==> src/rtl/dsit_pkg.sv <==
package dsit_pkg;
	localparam int unsigned CLK_HZ = 40000000;
	localparam int unsigned TICK_HZ_125 = 125;
	localparam int unsigned TICK_HZ_500 = 500;
	localparam int unsigned TICK_HZ_1K = 1000;
	localparam int unsigned TICK_HZ_32K = 32000;
	localparam int unsigned RESUME_HZ = 4000;
	localparam int unsigned DIV_W = 20;

	localparam logic [7:0] OFF_CTL24 = 8'h24;
	localparam logic [7:0] OFF_EVT = 8'h60;
	localparam logic [7:0] OFF_IDLE_CNT = 8'h61;
	localparam logic [7:0] OFF_IDLE_INIT = 8'h62;
	localparam logic [7:0] OFF_RES_INIT = 8'h63;
	localparam logic [7:0] OFF_LOCK = 8'h64;
	localparam logic [7:0] OFF_USB_EN = 8'h65;
	localparam logic [7:0] OFF_NMH_EN = 8'h66;

	localparam logic [7:0] RST_BYTE = 8'h00;
	localparam logic [4:0] RST_CTL24 = 5'h00;
	localparam logic [7:0] RD_UNMAPPED = 8'h00;

	localparam int unsigned TSEL_LO = 4;
	localparam logic [1:0] TSEL_125 = 2'h0;
	localparam logic [1:0] TSEL_500 = 2'h1;
	localparam logic [1:0] TSEL_1K = 2'h2;
	localparam int unsigned LOCK_BIT = 4;

	localparam int unsigned U_APIC_WAKE = 7;
	localparam int unsigned U_PIC_WAKE = 6;
	localparam int unsigned U_PLL_OFF = 5;
	localparam int unsigned U_USB_WAKE = 4;
	localparam int unsigned U_USB_BM = 3;
	localparam int unsigned U_DEV_MODE = 2;
	localparam int unsigned U_USB_D3 = 1;
	localparam int unsigned U_PLL_GATE = 0;

	localparam int unsigned N_HDA_BM = 7;
	localparam int unsigned N_HDA_WAKE = 6;
	localparam int unsigned N_PLL_GATE = 5;
	localparam int unsigned N_PLL_OFF = 4;
	localparam int unsigned N_NM_WAKE = 3;
	localparam int unsigned N_NM_BM = 2;
	localparam int unsigned N_STOP_GRANT_CYCLE_SEL = 1;
	localparam int unsigned N_NM_D3 = 0;

	typedef enum logic [1:0] {
		ST_IDLE = 2'h0,
		ST_REQ = 2'h1,
		ST_SLEEP = 2'h3,
		ST_RESUME = 2'h2
	} dsit_state_type;
endpackage : dsit_pkg

==> src/rtl/dsit_tick_gen.sv <==
`timescale 1ns/1ps
module dsit_tick_gen #(
	parameter int unsigned W = 20
) (
	input wire logic ref_clk_i,
	input wire logic rst_i,
	input wire logic ce_i,
	input wire logic [W-1:0] div_i,
	output logic tick_o
);
	logic [W-1:0] cnt_q;
	logic [W-1:0] cnt_d;
	logic tick_q;
	logic tick_d;

	always_comb begin
		cnt_d = cnt_q + W'(1);
		tick_d = 1'b0;
		// >= so a shrinking divisor never strands the counter
		if (cnt_q >= div_i - W'(1)) begin
			cnt_d = '0;
			tick_d = 1'b1;
		end
	end

	always_ff @(posedge ref_clk_i or posedge rst_i) begin
		if (rst_i) begin
			cnt_q <= '0;
			tick_q <= 1'b0;
		end else if (ce_i) begin
			cnt_q <= cnt_d;
			tick_q <= tick_d;
		end
	end

	assign tick_o = tick_q;
endmodule : dsit_tick_gen

==> src/rtl/dsit_down_cnt.sv <==
`timescale 1ns/1ps
module dsit_down_cnt #(
	parameter int unsigned W = 8
) (
	input wire logic ref_clk_i,
	input wire logic rst_i,
	input wire logic ce_i,
	input wire logic load_i,
	input wire logic [W-1:0] init_i,
	input wire logic tick_i,
	output logic [W-1:0] cnt_o,
	output logic zero_o
);
	logic [W-1:0] cnt_q;
	logic [W-1:0] cnt_d;

	always_comb begin
		cnt_d = cnt_q;
		// a reload beats a tick landing in the same cycle
		if (load_i) begin
			cnt_d = init_i;
		end else if (tick_i && cnt_q != '0) begin
			cnt_d = cnt_q - W'(1);
		end
	end

	always_ff @(posedge ref_clk_i or posedge rst_i) begin
		if (rst_i) begin
			cnt_q <= '0;
		end else if (ce_i) begin
			cnt_q <= cnt_d;
		end
	end

	assign cnt_o = cnt_q;
	assign zero_o = (cnt_q == '0);
endmodule : dsit_down_cnt

==> src/rtl/dsit_ctrl.sv <==
`timescale 1ns/1ps
// Function
// - idle timer count readable at 61h as 8-bit read-only value
// - no deep sleep entry until the idle timer has timed out
// - idle timer loads from 8-bit writable initial value at 62h, reset zero
// - 2-bit tick select: 0.125, 0.5, 1 or 32 kHz
// - resume timeout counts 8-bit initial value in 4 kHz periods
// - lock bit set blocks writes to the five-bit field at 24h
// - enabled advanced interrupt controller interrupt wakes from deep sleep
// - enabled legacy interrupt controller event wakes from deep sleep
// - separate enables for USB PHY PLL shutoff and gating in deep sleep
// - enabled USB event wakes from deep sleep
// - enabled USB bus master activity reloads the idle timer
// - enable lets USB device role take part in deep sleep
// - request USB controller D3 and wait for its acknowledge
// - enabled audio bus master activity reloads the idle timer
// - enabled audio event wakes from deep sleep
// - enabled north module event wakes from deep sleep
// - enabled north module bus master activity reloads the idle timer
// - select bit picks stop-grant source: 0 secondary bus, 1 processor
// - request north module D3 and wait for its acknowledge
module dsit_ctrl #(
	parameter int unsigned DIV_125 = dsit_pkg::CLK_HZ / dsit_pkg::TICK_HZ_125,
	parameter int unsigned DIV_500 = dsit_pkg::CLK_HZ / dsit_pkg::TICK_HZ_500,
	parameter int unsigned DIV_1K = dsit_pkg::CLK_HZ / dsit_pkg::TICK_HZ_1K,
	parameter int unsigned DIV_32K = dsit_pkg::CLK_HZ / dsit_pkg::TICK_HZ_32K,
	parameter int unsigned DIV_4K = dsit_pkg::CLK_HZ / dsit_pkg::RESUME_HZ
) (
	input wire logic ref_clk_i,
	input wire logic rst_i,
	input wire logic ce_i,
	input wire logic [7:0] io_addr_i,
	input wire logic io_wr_i,
	input wire logic io_rd_i,
	input wire logic [7:0] io_wdata_i,
	input wire logic usb_bm_i,
	input wire logic hda_bm_i,
	input wire logic nm_bm_i,
	input wire logic apic_irq_i,
	input wire logic pic_irq_i,
	input wire logic usb_wake_i,
	input wire logic hda_wake_i,
	input wire logic nm_wake_i,
	input wire logic stop_grant_cycle_sbi_i,
	input wire logic stop_grant_cycle_pif_i,
	input wire logic usb_d3_ack_i,
	input wire logic nm_d3_ack_i,
	output logic [7:0] io_rdata_o,
	output logic [4:0] ctl_field_o,
	output logic deep_sleep_o,
	output logic usb_d3_req_o,
	output logic nm_d3_req_o,
	output logic usb_pll_off_o,
	output logic usb_pll_gate_o,
	output logic nm_pll_off_o,
	output logic nm_pll_gate_o,
	output logic usb_dev_sleep_o,
	output logic resume_busy_o,
	output logic idle_expired_o
);
	localparam int unsigned DW = dsit_pkg::DIV_W;

	function automatic logic [DW-1:0] tick_div(input logic [1:0] sel);
		if (sel == dsit_pkg::TSEL_125) begin
			return DW'(DIV_125);
		end else if (sel == dsit_pkg::TSEL_500) begin
			return DW'(DIV_500);
		end else if (sel == dsit_pkg::TSEL_1K) begin
			return DW'(DIV_1K);
		end
		return DW'(DIV_32K);
	endfunction : tick_div

	function automatic logic bm_hit(input logic [7:0] u, input logic [7:0] n,
			input logic ub, input logic hb, input logic nb);
		return (u[dsit_pkg::U_USB_BM] & ub) | (n[dsit_pkg::N_HDA_BM] & hb)
			| (n[dsit_pkg::N_NM_BM] & nb);
	endfunction : bm_hit

	// register file
	logic [7:0] evt_q, evt_d;
	logic [7:0] init_q, init_d;
	logic [7:0] res_q, res_d;
	logic [7:0] lock_q, lock_d;
	logic [7:0] usb_q, usb_d;
	logic [7:0] nmh_q, nmh_d;
	logic [4:0] field_q, field_d;
	logic [7:0] rdata_q, rdata_d;

	logic [7:0] idle_cnt;
	logic idle_zero;
	logic idle_tick;
	logic [7:0] res_cnt;
	logic res_zero;
	logic res_tick;
	logic bm_evt;
	logic wake;
	logic stop_grant_cycle;
	logic res_load;

	always_comb begin
		evt_d = evt_q;
		init_d = init_q;
		res_d = res_q;
		lock_d = lock_q;
		usb_d = usb_q;
		nmh_d = nmh_q;
		field_d = field_q;
		if (io_wr_i) begin
			if (io_addr_i == dsit_pkg::OFF_EVT) begin
				evt_d = io_wdata_i;
			end else if (io_addr_i == dsit_pkg::OFF_IDLE_INIT) begin
				init_d = io_wdata_i;
			end else if (io_addr_i == dsit_pkg::OFF_RES_INIT) begin
				res_d = io_wdata_i;
			end else if (io_addr_i == dsit_pkg::OFF_LOCK) begin
				lock_d = io_wdata_i;
			end else if (io_addr_i == dsit_pkg::OFF_USB_EN) begin
				usb_d = io_wdata_i;
			end else if (io_addr_i == dsit_pkg::OFF_NMH_EN) begin
				nmh_d = io_wdata_i;
			end else if (io_addr_i == dsit_pkg::OFF_CTL24
					&& !lock_q[dsit_pkg::LOCK_BIT]) begin
				field_d = io_wdata_i[4:0];
			end
		end
		rdata_d = rdata_q;
		if (io_rd_i) begin
			if (io_addr_i == dsit_pkg::OFF_EVT) begin
				rdata_d = evt_q;
			end else if (io_addr_i == dsit_pkg::OFF_IDLE_CNT) begin
				rdata_d = idle_cnt;
			end else if (io_addr_i == dsit_pkg::OFF_IDLE_INIT) begin
				rdata_d = init_q;
			end else if (io_addr_i == dsit_pkg::OFF_RES_INIT) begin
				rdata_d = res_q;
			end else if (io_addr_i == dsit_pkg::OFF_LOCK) begin
				rdata_d = lock_q;
			end else if (io_addr_i == dsit_pkg::OFF_USB_EN) begin
				rdata_d = usb_q;
			end else if (io_addr_i == dsit_pkg::OFF_NMH_EN) begin
				rdata_d = nmh_q;
			end else if (io_addr_i == dsit_pkg::OFF_CTL24) begin
				rdata_d = {3'h0, field_q};
			end else begin
				rdata_d = dsit_pkg::RD_UNMAPPED;
			end
		end
	end

	always_ff @(posedge ref_clk_i or posedge rst_i) begin
		if (rst_i) begin
			evt_q <= dsit_pkg::RST_BYTE;
			init_q <= dsit_pkg::RST_BYTE;
			res_q <= dsit_pkg::RST_BYTE;
			lock_q <= dsit_pkg::RST_BYTE;
			usb_q <= dsit_pkg::RST_BYTE;
			nmh_q <= dsit_pkg::RST_BYTE;
			field_q <= dsit_pkg::RST_CTL24;
			rdata_q <= dsit_pkg::RST_BYTE;
		end else if (ce_i) begin
			evt_q <= evt_d;
			init_q <= init_d;
			res_q <= res_d;
			lock_q <= lock_d;
			usb_q <= usb_d;
			nmh_q <= nmh_d;
			field_q <= field_d;
			rdata_q <= rdata_d;
		end
	end

	// timers
	dsit_tick_gen #(.W(DW)) u_idle_tick (
		.ref_clk_i(ref_clk_i),
		.rst_i(rst_i),
		.ce_i(ce_i),
		.div_i(tick_div(evt_q[dsit_pkg::TSEL_LO +: 2])),
		.tick_o(idle_tick)
	);

	dsit_tick_gen #(.W(DW)) u_res_tick (
		.ref_clk_i(ref_clk_i),
		.rst_i(rst_i),
		.ce_i(ce_i),
		.div_i(DW'(DIV_4K)),
		.tick_o(res_tick)
	);

	assign bm_evt = bm_hit(usb_q, nmh_q, usb_bm_i, hda_bm_i, nm_bm_i);

	dsit_down_cnt #(.W(8)) u_idle_cnt (
		.ref_clk_i(ref_clk_i),
		.rst_i(rst_i),
		.ce_i(ce_i),
		.load_i(bm_evt),
		.init_i(init_q),
		.tick_i(idle_tick),
		.cnt_o(idle_cnt),
		.zero_o(idle_zero)
	);

	dsit_down_cnt #(.W(8)) u_res_cnt (
		.ref_clk_i(ref_clk_i),
		.rst_i(rst_i),
		.ce_i(ce_i),
		.load_i(res_load),
		.init_i(res_q),
		.tick_i(res_tick),
		.cnt_o(res_cnt),
		.zero_o(res_zero)
	);

	// wake and entry sources
	assign wake = (usb_q[dsit_pkg::U_APIC_WAKE] & apic_irq_i)
		| (usb_q[dsit_pkg::U_PIC_WAKE] & pic_irq_i)
		| (usb_q[dsit_pkg::U_USB_WAKE] & usb_wake_i)
		| (nmh_q[dsit_pkg::N_HDA_WAKE] & hda_wake_i)
		| (nmh_q[dsit_pkg::N_NM_WAKE] & nm_wake_i);
	assign stop_grant_cycle = nmh_q[dsit_pkg::N_STOP_GRANT_CYCLE_SEL] ? stop_grant_cycle_pif_i : stop_grant_cycle_sbi_i;

	// sequencer
	dsit_pkg::dsit_state_type state_q, state_d;
	logic sleep_q, sleep_d;
	logic usb_req_q, usb_req_d;
	logic nm_req_q, nm_req_d;
	logic upoff_q, upoff_d;
	logic upgate_q, upgate_d;
	logic npoff_q, npoff_d;
	logic npgate_q, npgate_d;
	logic udev_q, udev_d;
	logic resb_q, resb_d;
	logic idlex_q, idlex_d;
	logic acks_ok;

	// disabled handshakes count as already acknowledged
	assign acks_ok = (!usb_q[dsit_pkg::U_USB_D3] || usb_d3_ack_i)
		&& (!nmh_q[dsit_pkg::N_NM_D3] || nm_d3_ack_i);
	assign res_load = (state_q == dsit_pkg::ST_SLEEP) && wake;

	always_comb begin
		state_d = state_q;
		case (state_q)
			dsit_pkg::ST_IDLE: begin
				// a reload in this cycle means activity: stay out
				if (stop_grant_cycle && idle_zero && !bm_evt) begin
					state_d = dsit_pkg::ST_REQ;
				end
			end
			dsit_pkg::ST_REQ: begin
				if (bm_evt || wake) begin
					state_d = dsit_pkg::ST_IDLE;
				end else if (acks_ok) begin
					state_d = dsit_pkg::ST_SLEEP;
				end
			end
			dsit_pkg::ST_SLEEP: begin
				if (wake) begin
					state_d = dsit_pkg::ST_RESUME;
				end
			end
			dsit_pkg::ST_RESUME: begin
				if (res_zero) begin
					state_d = dsit_pkg::ST_IDLE;
				end
			end
			default: begin
				state_d = dsit_pkg::ST_IDLE;
			end
		endcase
		sleep_d = (state_d == dsit_pkg::ST_SLEEP);
		usb_req_d = usb_q[dsit_pkg::U_USB_D3] && (state_d == dsit_pkg::ST_REQ || sleep_d);
		nm_req_d = nmh_q[dsit_pkg::N_NM_D3] && (state_d == dsit_pkg::ST_REQ || sleep_d);
		upoff_d = usb_q[dsit_pkg::U_PLL_OFF] && sleep_d;
		upgate_d = usb_q[dsit_pkg::U_PLL_GATE] && sleep_d;
		npoff_d = nmh_q[dsit_pkg::N_PLL_OFF] && sleep_d;
		npgate_d = nmh_q[dsit_pkg::N_PLL_GATE] && sleep_d;
		udev_d = usb_q[dsit_pkg::U_DEV_MODE] && sleep_d;
		resb_d = (state_d == dsit_pkg::ST_RESUME);
		idlex_d = idle_zero;
	end

	always_ff @(posedge ref_clk_i or posedge rst_i) begin
		if (rst_i) begin
			state_q <= dsit_pkg::ST_IDLE;
			sleep_q <= 1'b0;
			usb_req_q <= 1'b0;
			nm_req_q <= 1'b0;
			upoff_q <= 1'b0;
			upgate_q <= 1'b0;
			npoff_q <= 1'b0;
			npgate_q <= 1'b0;
			udev_q <= 1'b0;
			resb_q <= 1'b0;
			idlex_q <= 1'b0;
		end else if (ce_i) begin
			state_q <= state_d;
			sleep_q <= sleep_d;
			usb_req_q <= usb_req_d;
			nm_req_q <= nm_req_d;
			upoff_q <= upoff_d;
			upgate_q <= upgate_d;
			npoff_q <= npoff_d;
			npgate_q <= npgate_d;
			udev_q <= udev_d;
			resb_q <= resb_d;
			idlex_q <= idlex_d;
		end
	end

	assign io_rdata_o = rdata_q;
	assign ctl_field_o = field_q;
	assign deep_sleep_o = sleep_q;
	assign usb_d3_req_o = usb_req_q;
	assign nm_d3_req_o = nm_req_q;
	assign usb_pll_off_o = upoff_q;
	assign usb_pll_gate_o = upgate_q;
	assign nm_pll_off_o = npoff_q;
	assign nm_pll_gate_o = npgate_q;
	assign usb_dev_sleep_o = udev_q;
	assign resume_busy_o = resb_q;
	assign idle_expired_o = idlex_q;
endmodule : dsit_ctrl

==> config.mk <==
export PLATFORM = sky130hd
export DESIGN_NAME = dsit_ctrl
export DESIGN_NICKNAME = d
export VERILOG_FILES = /design/src/rtl/dsit_pkg.sv /design/src/rtl/dsit_tick_gen.sv /design/src/rtl/dsit_down_cnt.sv /design/src/rtl/dsit_ctrl.sv
export SDC_FILE = /design/constraint.sdc
export NUM_CORES = 1
export LEC_CHECK = 0
export ABC_AREA = 1
export BUFFER_PORTS_ARGS = -buffer_cell sky130_fd_sc_hd__buf_2
export CORE_AREA = 2 2 128 130
export CTS_CLUSTER_DIAMETER = 30
export DETAILED_ROUTE_END_ITERATION = 10
export DIE_AREA = 0 0 130 132
export PLACE_DENSITY = 0.85
export SLEW_MARGIN = 15
export SYNTH_ARGS = -nofsm -noshare
export SYNTH_HDL_FRONTEND = slang
export SYNTH_HIERARCHICAL = 1
export SYNTH_SLANG_ARGS = --single-unit
==> constraint.sdc <==
create_clock -name ref_clk_i -period 3.6 [get_ports ref_clk_i]
set_clock_uncertainty 0.1 [all_clocks]
set_input_delay 1.08 -clock ref_clk_i [delete_from_list [all_inputs] [get_ports ref_clk_i]]
set_output_delay 1.08 -clock ref_clk_i [all_outputs]
set_load 0.05 [all_outputs]
Yosys cells after proc, flatten, opt, wreduce, memory -nomap -nowiden
Cells that the tools add are included.
{"block": "op_classes", "eq_ne": 16, "magnitude_cmp": 2, "mux": 30, "n_addsub": 5, "reduce_logical": 40, "n_bitwise": 20}
{"cell": "2-to-1 mux 20 bit", "n": 6}
{"cell": "2-to-1 mux 8 bit", "n": 11}
{"cell": "== test 8 x 7 -> 1 bit (second input constant)", "n": 7}
{"cell": "adder 20 x 1 -> 20 bit (second input constant)", "n": 2}
{"cell": "greater-or-equal comparator 20 x 14 -> 1 bit (second input constant)", "n": 1}
{"cell": "greater-or-equal comparator 20 bit", "n": 1}
{"cell": "subtractor 20 x 1 -> 20 bit (second input constant)", "n": 1}
{"cell": "logical NOT 8 bit", "n": 2}
{"cell": "nonzero test 8 bit", "n": 2}
{"cell": "subtractor 8 x 1 -> 8 bit (second input constant)", "n": 2}
{"cell": "logical AND 1 bit", "n": 14}
{"cell": "== test 2 bit (second input constant)", "n": 5}
{"cell": "2-to-1 mux 2 bit", "n": 5}
{"cell": "AND reduction 9 bit", "n": 1}
{"cell": "AND 1 bit", "n": 8}
{"cell": "== test 8 x 6 -> 1 bit (second input constant)", "n": 1}
{"cell": "case mux 2 bit (4 select lines)", "n": 1}
{"cell": "AND reduction 8 bit", "n": 1}
{"cell": "AND reduction 7 bit", "n": 1}
{"cell": "== test 2 x 1 -> 1 bit (second input constant)", "n": 3}
{"cell": "2-to-1 mux 1 bit", "n": 6}
{"cell": "NOT 1 bit", "n": 6}
{"cell": "OR 1 bit", "n": 6}
{"cell": "AND reduction 2 bit", "n": 3}
{"cell": "9 further kinds", "n": 17}
{"block": "word_totals", "output_inout_bits": 23, "input_bits": 33, "register_bits": 131, "elab_cells": 138}

Longest topological paths before layout
Gate-level depths: netlist (run 1).
{"block": "depth", "ltp_word": 11, "depth_mapped": 22, "ltp_nobuf": 21}

By module
The synthesis (run 1) kept the hierarchy.
{"module": "dsit_ctrl", "area_per_inst_um2": 3766.1, "seq_area_each_um2": 1826.8, "n_inst": 1, "cells_each": 455}
{"module": "dsit_tick_gen at u_idle_tick", "area_per_inst_um2": 2160.8, "seq_area_each_um2": 525.5, "n_inst": 1, "cells_each": 304}
{"module": "dsit_tick_gen at u_res_tick", "area_per_inst_um2": 2148.3, "seq_area_each_um2": 525.5, "n_inst": 1, "cells_each": 291}
{"module": "dsit_down_cnt", "area_per_inst_um2": 590.6, "seq_area_each_um2": 200.2, "n_inst": 2, "cells_each": 94}

Least setup slack after synthesis (run 1)
No wires, ideal clock.
{"block": "synth_path", "path_kind": "register to register", "from": "register evt_q[4]", "to": "register u_idle_tick.cnt_q[18]", "slack_ps": 421, "stages_incl_launch_ff": 23, "t_arrival_ps": 2967, "setup_ps": 113, "synth_period_minus_slack_ps": 3179, "path_buffers": 1, "required_ps": 3387, "cell_sequence": "dfrtp_1 inv_1 ha_1 nor2_1 inv_1 nor2_1 nand2_1 nor2_1 nand3b_1 nor2_1 xor2_1 inv_1 ha_1 nand2_1 nor2_2 nand2_1 nor2_1 nand2_1 nand4_2 buf_6 nand2_1 nand2_1 inv_1"}
{"block": "synth_via", "elab_chain_cells": 8, "elab_cells_between_ends": 12, "classes_between": "add/sub (1); order compare (1); eq/ne (2); mux (7); reduce/logical (1)"}
{"element": "start: declaration", "line_no": "dsit_ctrl.sv:81", "text": "logic [7:0] evt_q, evt_d;"}
{"element": "start signal: assignment", "line_no": "dsit_ctrl.sv:153", "text": "evt_q <= dsit_pkg::RST_BYTE;"}
{"element": "start signal: assignment", "line_no": "dsit_ctrl.sv:162", "text": "evt_q <= evt_d;"}
{"element": "== test 2 bit", "line_no": "dsit_ctrl.sv:68", "text": "end else if (sel == dsit_pkg::TSEL_1K) begin"}
{"element": "2-to-1 mux 1 bit", "line_no": "dsit_ctrl.sv:68"}
{"element": "2-to-1 mux 1 bit", "line_no": "dsit_ctrl.sv:66", "text": "end else if (sel == dsit_pkg::TSEL_500) begin"}
{"element": "2-to-1 mux 1 bit", "line_no": "dsit_ctrl.sv:64", "text": "if (sel == dsit_pkg::TSEL_125) begin"}
{"element": "2-to-1 mux 20 bit *", "line_no": "dsit_ctrl.sv:71", "text": "return DW'(DIV_32K);"}
{"element": "subtractor 20 x 1 -> 20 bit *", "line_no": "dsit_tick_gen.sv:20", "text": "if (cnt_q >= div_i - W'(1)) begin"}
{"element": "greater-or-equal comparator 20 bit *", "line_no": "dsit_tick_gen.sv:20"}
{"element": "2-to-1 mux 20 bit *", "line_no": "dsit_tick_gen.sv:20"}
{"element": "end signal: assignment", "line_no": "dsit_tick_gen.sv:31", "text": "cnt_q <= cnt_d;"}
{"element": "end: declaration", "line_no": "dsit_tick_gen.sv:11", "text": "logic [W-1:0] cnt_q;"}
Mark *: on every way between the ends. The rest lies on a longest branch, timed or not.
A chain may end at the register's enable or synchronous reset.

Worst setup path after layout (run 1)
{"block": "layout_path", "from": "register evt_q[5]", "to": "register u_idle_tick.cnt_q[17]"}
The elaborated chain is that of the path after synthesis.

==> results_dict.tcl, run 1 <==
set metrics [dict create \
    yosysSeqAreaShare 0.354 \
    numClockSinks 131 \
    ys_warn_count 6 \
    multi_input_comb_area_um2 5480 \
    fillers 1336 \
    design.final.nets 1456 \
    path_clk_slew_ns 0.07 \
    regArea_um2 3280 \
    diodes 0 \
    cts_root_cell "sky130_fd_sc_hd__clkbuf_16" \
    dp.final_hpwl_um 16100 \
    globalplace.congestion 0.921 \
    timing.final.crit_period_ns 3.33 \
    area_share_of_the_largest_cell_type_after_synthesis 0.354 \
    cts_buffers 17 \
    buffer_ports.inserted 55 \
    post_synth_main_area_contributors "sky130_fd_sc_hd__dfrtp_1, sky130_fd_sc_hd__nand2_1, sky130_fd_sc_hd__ha_1" \
    synth.largest_area_cell "sky130_fd_sc_hd__dfrtp_1" \
    worst_hold_path_type "register to register" \
    numPlacedInstances 1567 \
    synth.top_cells.by_count "sky130_fd_sc_hd__nand2_1, sky130_fd_sc_hd__inv_1, sky130_fd_sc_hd__dfrtp_1" \
    setup_viol 0 \
    worstSetupPathType "register to register" \
    report.final.hold_viol_count 0 \
    drt-initial-drc-count 692 \
    globalRouteOverflowTotal 0 \
    min_period_over_period 0.925 \
    pin_slew_with_the_least_headroom_to_its_limit_ns 0.812 \
    ant_nets 0 \
    static-leakage-power_nw 5.44 \
    final_max_slew_viol_count 0 \
    count_leader_synth "sky130_fd_sc_hd__nand2_1" \
    dominantRegCellSynth "sky130_fd_sc_hd__dfrtp_1" \
    cp-end-kind "register" \
    floorplan.io_pins 56 \
    die_w_um 130 \
    route.detailed.drc 0 \
    worstPathRequired_ns 3.81 \
    placeableCoreArea_um2 15700 \
    grt_first_pass_wirelength_um 36400 \
    area_growth_pct 14.5 \
    vdd_drop_max_mv 0.404 \
    htree_levels 4 \
    outcome "finished, final reports clean" \
    max_clock_freq_mhz 300 \
    detail_route.first_pass.iterations 6 \
    initial_utilization 0.589 \
    ys_ff_latch 131 \
    timing.max_slew.rel_slack 0.458 \
    route.detailed.vias_per_inst 5.21 \
    grt_usage 0.265 \
    cellPowerDensity_nw_per_um2 443 \
    grt_antenna_before_repair 0 \
    max-clock-path-buffers 2 \
    ys_types 44 \
    max-cap-violations 0 \
    dieHeight_um 132 \
    synth_area_um2 9260 \
    wire_per_inst_um 13.6 \
    rows 46 \
    finalPower_mw 4.69 \
    cts.hold.buffers_added 0 \
    detailed_place.area_um2 9970 \
    postRouteWirelength_um 21700 \
    instances_no_fill 1600 \
    avgSynthCellArea_um2 7.48 \
    asr_flop_ratio_synth 1.00 \
    floorplan.die_area_um2 17200 \
    drive_gt1_frac 0.157 \
    path_max_fanout 9 \
    worstSkewPairLatency_ns 0.43 \
    grt_max_degree 47 \
    netlist_instances 1238 \
    data_arrival_critical_path_ns 3.54 \
    number_of_flops_mapped_to_enable_cells_by_yosys 0 \
    postLayoutCellArea_um2 10600 \
    cts_tree "done" \
    worstSetupStartpointType "register" \
    num_vias 8328 \
    first_global_vias 7746 \
]
-- metal layers --
| metal | vias up | track usage | routed length, µm |
|---|---|---|---|
| met5 | - | 0 | 0 |
| met4 | 0 | 0.0872 | 507 |
| met3 | 49 | 0.0552 | 1100 |
| met2 | 269 | 0.437 | 10700 |
| met1 | 3848 | 0.347 | 9390 |
| li1 | 4162 | - | - |
-- timing repair --
| item | 4_1_cts | 5_1_grt |
|---|---|---|
| gates resized for setup | 0 | 4 |
| setup buffers | 0 | 1 |
| setup endpoints to repair | 0 | 21 |
-- layout make-up --
class	instances	share of cell area
multi-input combinational	996	0.517
sequential	131	0.309
inverter	161	0.0571
clock buffer	17	0.0401
timing repair buffer	64	0.0347
tap	216	0.0255
clock inverter	15	0.0164
-- worst max-delay path, cell delays in order, from the launching register on --
cell and delay (ns):
sky130_fd_sc_hd__dfrtp_1 0.39, sky130_fd_sc_hd__inv_1 0.09, sky130_fd_sc_hd__ha_1 0.27, sky130_fd_sc_hd__or2_2 0.35
sky130_fd_sc_hd__nor2_1 0.11, sky130_fd_sc_hd__nand2_1 0.08, sky130_fd_sc_hd__nor2_1 0.13, sky130_fd_sc_hd__nand2_2 0.09
sky130_fd_sc_hd__nor2_4 0.13, sky130_fd_sc_hd__nand3_2 0.09, sky130_fd_sc_hd__xor2_1 0.16, sky130_fd_sc_hd__ha_1 0.30
sky130_fd_sc_hd__nand2_1 0.08, sky130_fd_sc_hd__nor2_2 0.17, sky130_fd_sc_hd__nand2_1 0.09, sky130_fd_sc_hd__nor2_1 0.10
sky130_fd_sc_hd__nand2_1 0.09, sky130_fd_sc_hd__nand4_4 0.14, sky130_fd_sc_hd__buf_4 0.19, sky130_fd_sc_hd__a21oi_1 0.07
-- sequential cells by signal, summed over array words and instances (netlist names), 2 cells and up --
signal and count:
u_res_tick/cnt_q 20, init_q 8, u_res_cnt/cnt_o 8, u_idle_cnt/cnt_o 8
u_idle_tick/cnt_q 20, ctl_field_o 5, res_q 8, state_q 2
io_rdata_o 8, lock_q 8, evt_q 8, usb_q 8
nmh_q 8
-- worst paths after layout --
path | start | to | slack, ns | cells after the start
worst max-delay path | evt_q[5] | u_idle_tick/cnt_q[17] | 0.27 | 19
worst min-delay path | io_rdata_o[0] | io_rdata_o[0] | 0.38 | 2
worst max register to register | evt_q[5] | u_idle_tick/cnt_q[17] | 0.27 | 19
worst min register to register | io_rdata_o[0] | io_rdata_o[0] | 0.38 | 2
max in group asynchronous | rst_i | lock_q[2] | 2.08 | 3
min in group asynchronous | rst_i | u_idle_cnt/cnt_o[0] | 0.56 | 2
-- per-stage QoR --
stage               setup TNS (ns)  utilization  setup WS [ns]  hold slack [ns]
floorplan                        0            -          0.421            0.354
global placement                 0        0.635          0.237            0.351
detailed placement               0        0.635          0.120            0.364
CTS                              0        0.673          0.125            0.382
global route              -0.00851        0.675       -0.00444            0.407
finish                           0        0.675          0.271            0.379
-- cells by family after synthesis --
family / share of synthesized area
compound gates: 0.108
xor+xnor: 0.0530
fa+ha+maj: 0.0703
buf+inv: 0.0853
flops: 0.354
other cells: 0.000811
simple gates: 0.329
-- cells in the final DEF (no fill, tap or decap), drive strengths merged --
master  instances
xor2           29
ha             52
nand4          23
nor2          129
o211ai          1
buf            64
inv           169
nor4            1
nor3           17
conb           74
o21a            2
clkinv          7
a21oi          66
nand3b          5
or2             6
clkbuf         17
nand3          90
nand2         372
o21bai          3
a21o            2
o21ai          96
xnor2          27
o22ai           1
dfrtp         131
-- report_power, final --
group          switching [mW]  leakage [nW]  total [mW]  internal, mW
clock network           0.793         0.294        1.73         0.939
registers               0.209          1.76        1.85          1.64
logic                   0.717          3.39        1.11         0.395
No activity file was read; power rests on OpenSTA's default activity.
==> run 2, diff against run 1 <==
--- a/config.mk
+++ b/config.mk
@@ -7,11 +7,11 @@
 export LEC_CHECK = 0
 export ABC_AREA = 1
 export BUFFER_PORTS_ARGS = -buffer_cell sky130_fd_sc_hd__buf_2
-export CORE_AREA = 2 2 128 130
+export CORE_AREA = 2 2 115 144
 export CTS_CLUSTER_DIAMETER = 30
 export DETAILED_ROUTE_END_ITERATION = 10
-export DIE_AREA = 0 0 130 132
-export PLACE_DENSITY = 0.85
+export DIE_AREA = 0 0 117 146
+export PLACE_DENSITY = 0.86
 export SLEW_MARGIN = 15
 export SYNTH_ARGS = -nofsm -noshare
 export SYNTH_HDL_FRONTEND = slang
==> results_dict.tcl, run 2 (synthesized netlist as in run 1, its figures left out) <==
set metrics [dict create \
    outcome "finished, final reports clean" \
    tns_ns 0 \
    cts_buffers 17 \
    clock_share_of_power 0.368 \
    path_clk_slew_ns 0.06 \
    timing.max_slew.rel_slack 0.436 \
    cp-end-kind "register" \
    rsz0062_at_grt "false" \
    largest_registers "u_idle_tick/cnt_q x20, u_res_tick/cnt_q x20" \
    design.final.nets 1459 \
    postLayoutCellArea_um2 10600 \
    floorplan.io_pins 56 \
    detailed_place.area_um2 9990 \
    worstSetupStartpointType "register" \
    cts_tree "done" \
    cts_root_cell "sky130_fd_sc_hd__clkbuf_16" \
    htree_levels 4 \
    wire_per_inst_um 13.2 \
    cellPowerDensity_nw_per_um2 441 \
    first_global_vias 8046 \
    dp.final_hpwl_um 15700 \
    buffer_ports.inserted 55 \
    power_frac_comb 0.237 \
    holdWs_ns 0.380 \
    worstSetupPathType "register to register" \
    grt_antenna_before_repair 0 \
    dieHeight_um 146 \
    rows 51 \
    static-leakage-power_nw 5.44 \
    route.detailed.vias_per_inst 5.21 \
    area_growth_pct 14.4 \
    setup_viol 0 \
    numPlacedInstances 1567 \
    vdd_drop_max_mv 0.318 \
    worstSkewPairLatency_ns 0.42 \
    p_sw_frac 0.354 \
    min_period_over_period 0.925 \
    die_w_um 117 \
    globalRouteOverflowTotal 0 \
    start_point_of_the_critical_path "evt_q[5]" \
    path_max_fanout 10 \
    numClockSinks 131 \
    finalPower_mw 4.67 \
    globalplace.congestion 0.889 \
    route.detailed.drc 0 \
    placeableCoreArea_um2 15600 \
    drive_gt1_frac 0.159 \
    report.final.hold_viol_count 0 \
    max-clock-path-buffers 2 \
    max_clock_freq_mhz 300 \
    beginning_of_the_worst_hold_path "usb_dev_sleep_o" \
    initial_utilization 0.592 \
    detail_route.first_pass.iterations 5 \
    worst_hold_path_type "register to register" \
    pin_slew_with_the_least_headroom_to_its_limit_ns 0.846 \
    internal_power_of_the_cells_mw 3.02 \
    postRouteWirelength_um 21200 \
    max-cap-violations 0 \
    seq_power_share 0.395 \
    final_common_cell "sky130_fd_sc_hd__nand2_1" \
    reg2reg_from "evt_q[5]" \
    grt_max_degree 74 \
    drt-initial-drc-count 460 \
    ant_nets 0 \
    diodes 0 \
    worstPathRequired_ns 3.83 \
    final_max_slew_viol_count 0 \
    grt_first_pass_wirelength_um 36600 \
    num_vias 8325 \
    cts.hold.buffers_added 0 \
    layout.cells.most_common_list "sky130_fd_sc_hd__nand2_1, sky130_fd_sc_hd__inv_1, sky130_fd_sc_hd__dfrtp_1" \
    instances_no_fill 1599 \
    timing.final.crit_period_ns 3.33 \
    grt_usage 0.267 \
    switchingPower_mw 1.65 \
    floorplan.die_area_um2 17100 \
    data_arrival_critical_path_ns 3.56 \
]
run 2: changes by cell type in the layout (fill, tap and decap cells not counted), moves of 2 or more:
cell / delta
sky130_fd_sc_hd__clkinvlp_4: +2
sky130_fd_sc_hd__clkinv_4: +2
sky130_fd_sc_hd__buf_4: +3
sky130_fd_sc_hd__clkinv_8: -4
run 2: worst paths after layout:
path / end / slack (ns) / cells after the start
worst max-delay path: u_idle_tick/cnt_q[0] / 0.27 / 19
worst max register to register: u_idle_tick/cnt_q[0] / 0.27 / 19
worst min register to register: usb_dev_sleep_o / 0.38 / 2
max in group asynchronous: u_res_tick/cnt_q[7] / 2.08 / 2
min in group asynchronous: u_idle_cnt/cnt_o[7] / 0.57 / 2
worst min-delay path: usb_dev_sleep_o / 0.38 / 2
run 2: worst max-delay path: stages, from the launching register on:
cell                      delay (ns)
sky130_fd_sc_hd__dfrtp_1        0.40
sky130_fd_sc_hd__inv_1          0.09
sky130_fd_sc_hd__ha_1           0.26
sky130_fd_sc_hd__or2_2          0.34
sky130_fd_sc_hd__nor2_1         0.11
sky130_fd_sc_hd__nand2_1        0.09
sky130_fd_sc_hd__nor2_1         0.14
sky130_fd_sc_hd__nand2_2        0.10
sky130_fd_sc_hd__nor2_4         0.14
sky130_fd_sc_hd__nand3_2        0.08
sky130_fd_sc_hd__xor2_1         0.15
sky130_fd_sc_hd__ha_1           0.29
sky130_fd_sc_hd__nand2_1        0.10
sky130_fd_sc_hd__inv_1          0.04
sky130_fd_sc_hd__nand2_1        0.05
sky130_fd_sc_hd__nand2_1        0.04
sky130_fd_sc_hd__a21oi_1        0.14
sky130_fd_sc_hd__nand4_2        0.22
sky130_fd_sc_hd__buf_6          0.21
sky130_fd_sc_hd__o21ai_0        0.15
run 2: final cells by class:
type,count,area [µm²]
timing repair buffer,67,382
fill,1289,5050
sequential,131,3280
inverter,161,606
tap,212,265
clock inverter,15,160
clock buffer,17,425
multi-input combinational,996,5470
run 2: layer usage:
layer,up-vias,part of all wire,GRT usage
met2,269,0.51,0.456
met3,58,0.055,0.0400
li1,4176,-,-
met4,0,0.039,0.127
met1,3822,0.39,0.325
met5,-,0,0
run 2: per-stage QoR:
stage	util	setup slack (ns)
after floorplan	-	0.421
final	0.677	0.269
after CTS	0.676	0.0396
after detailed placement	0.639	0.0655
after global routing	0.677	0.00623
after global placement	0.639	0.231
run 2: power by group through the flow:
stage / clock (mW) / sequential, mW / combinational, mW
finish: 1.72 / 1.85 / 1.11
global route: 1.82 / 1.87 / 1.27
CTS: 1.74 / 1.84 / 1.10
detailed placement: 0 / 1.86 / 1.08
global placement: 0 / 1.86 / 1.04
floorplan: 0 / 1.87 / 0.821
run 2: timing repair:
| item | 4_1_cts | 5_1_grt |
|---|---|---|
| gates resized for setup | 0 | 4 |
| buffers inserted | 0 | 0 |
| endpoints found under the setup margin | 0 | 21 |
| hold endpoints to repair | 0 | 0 |
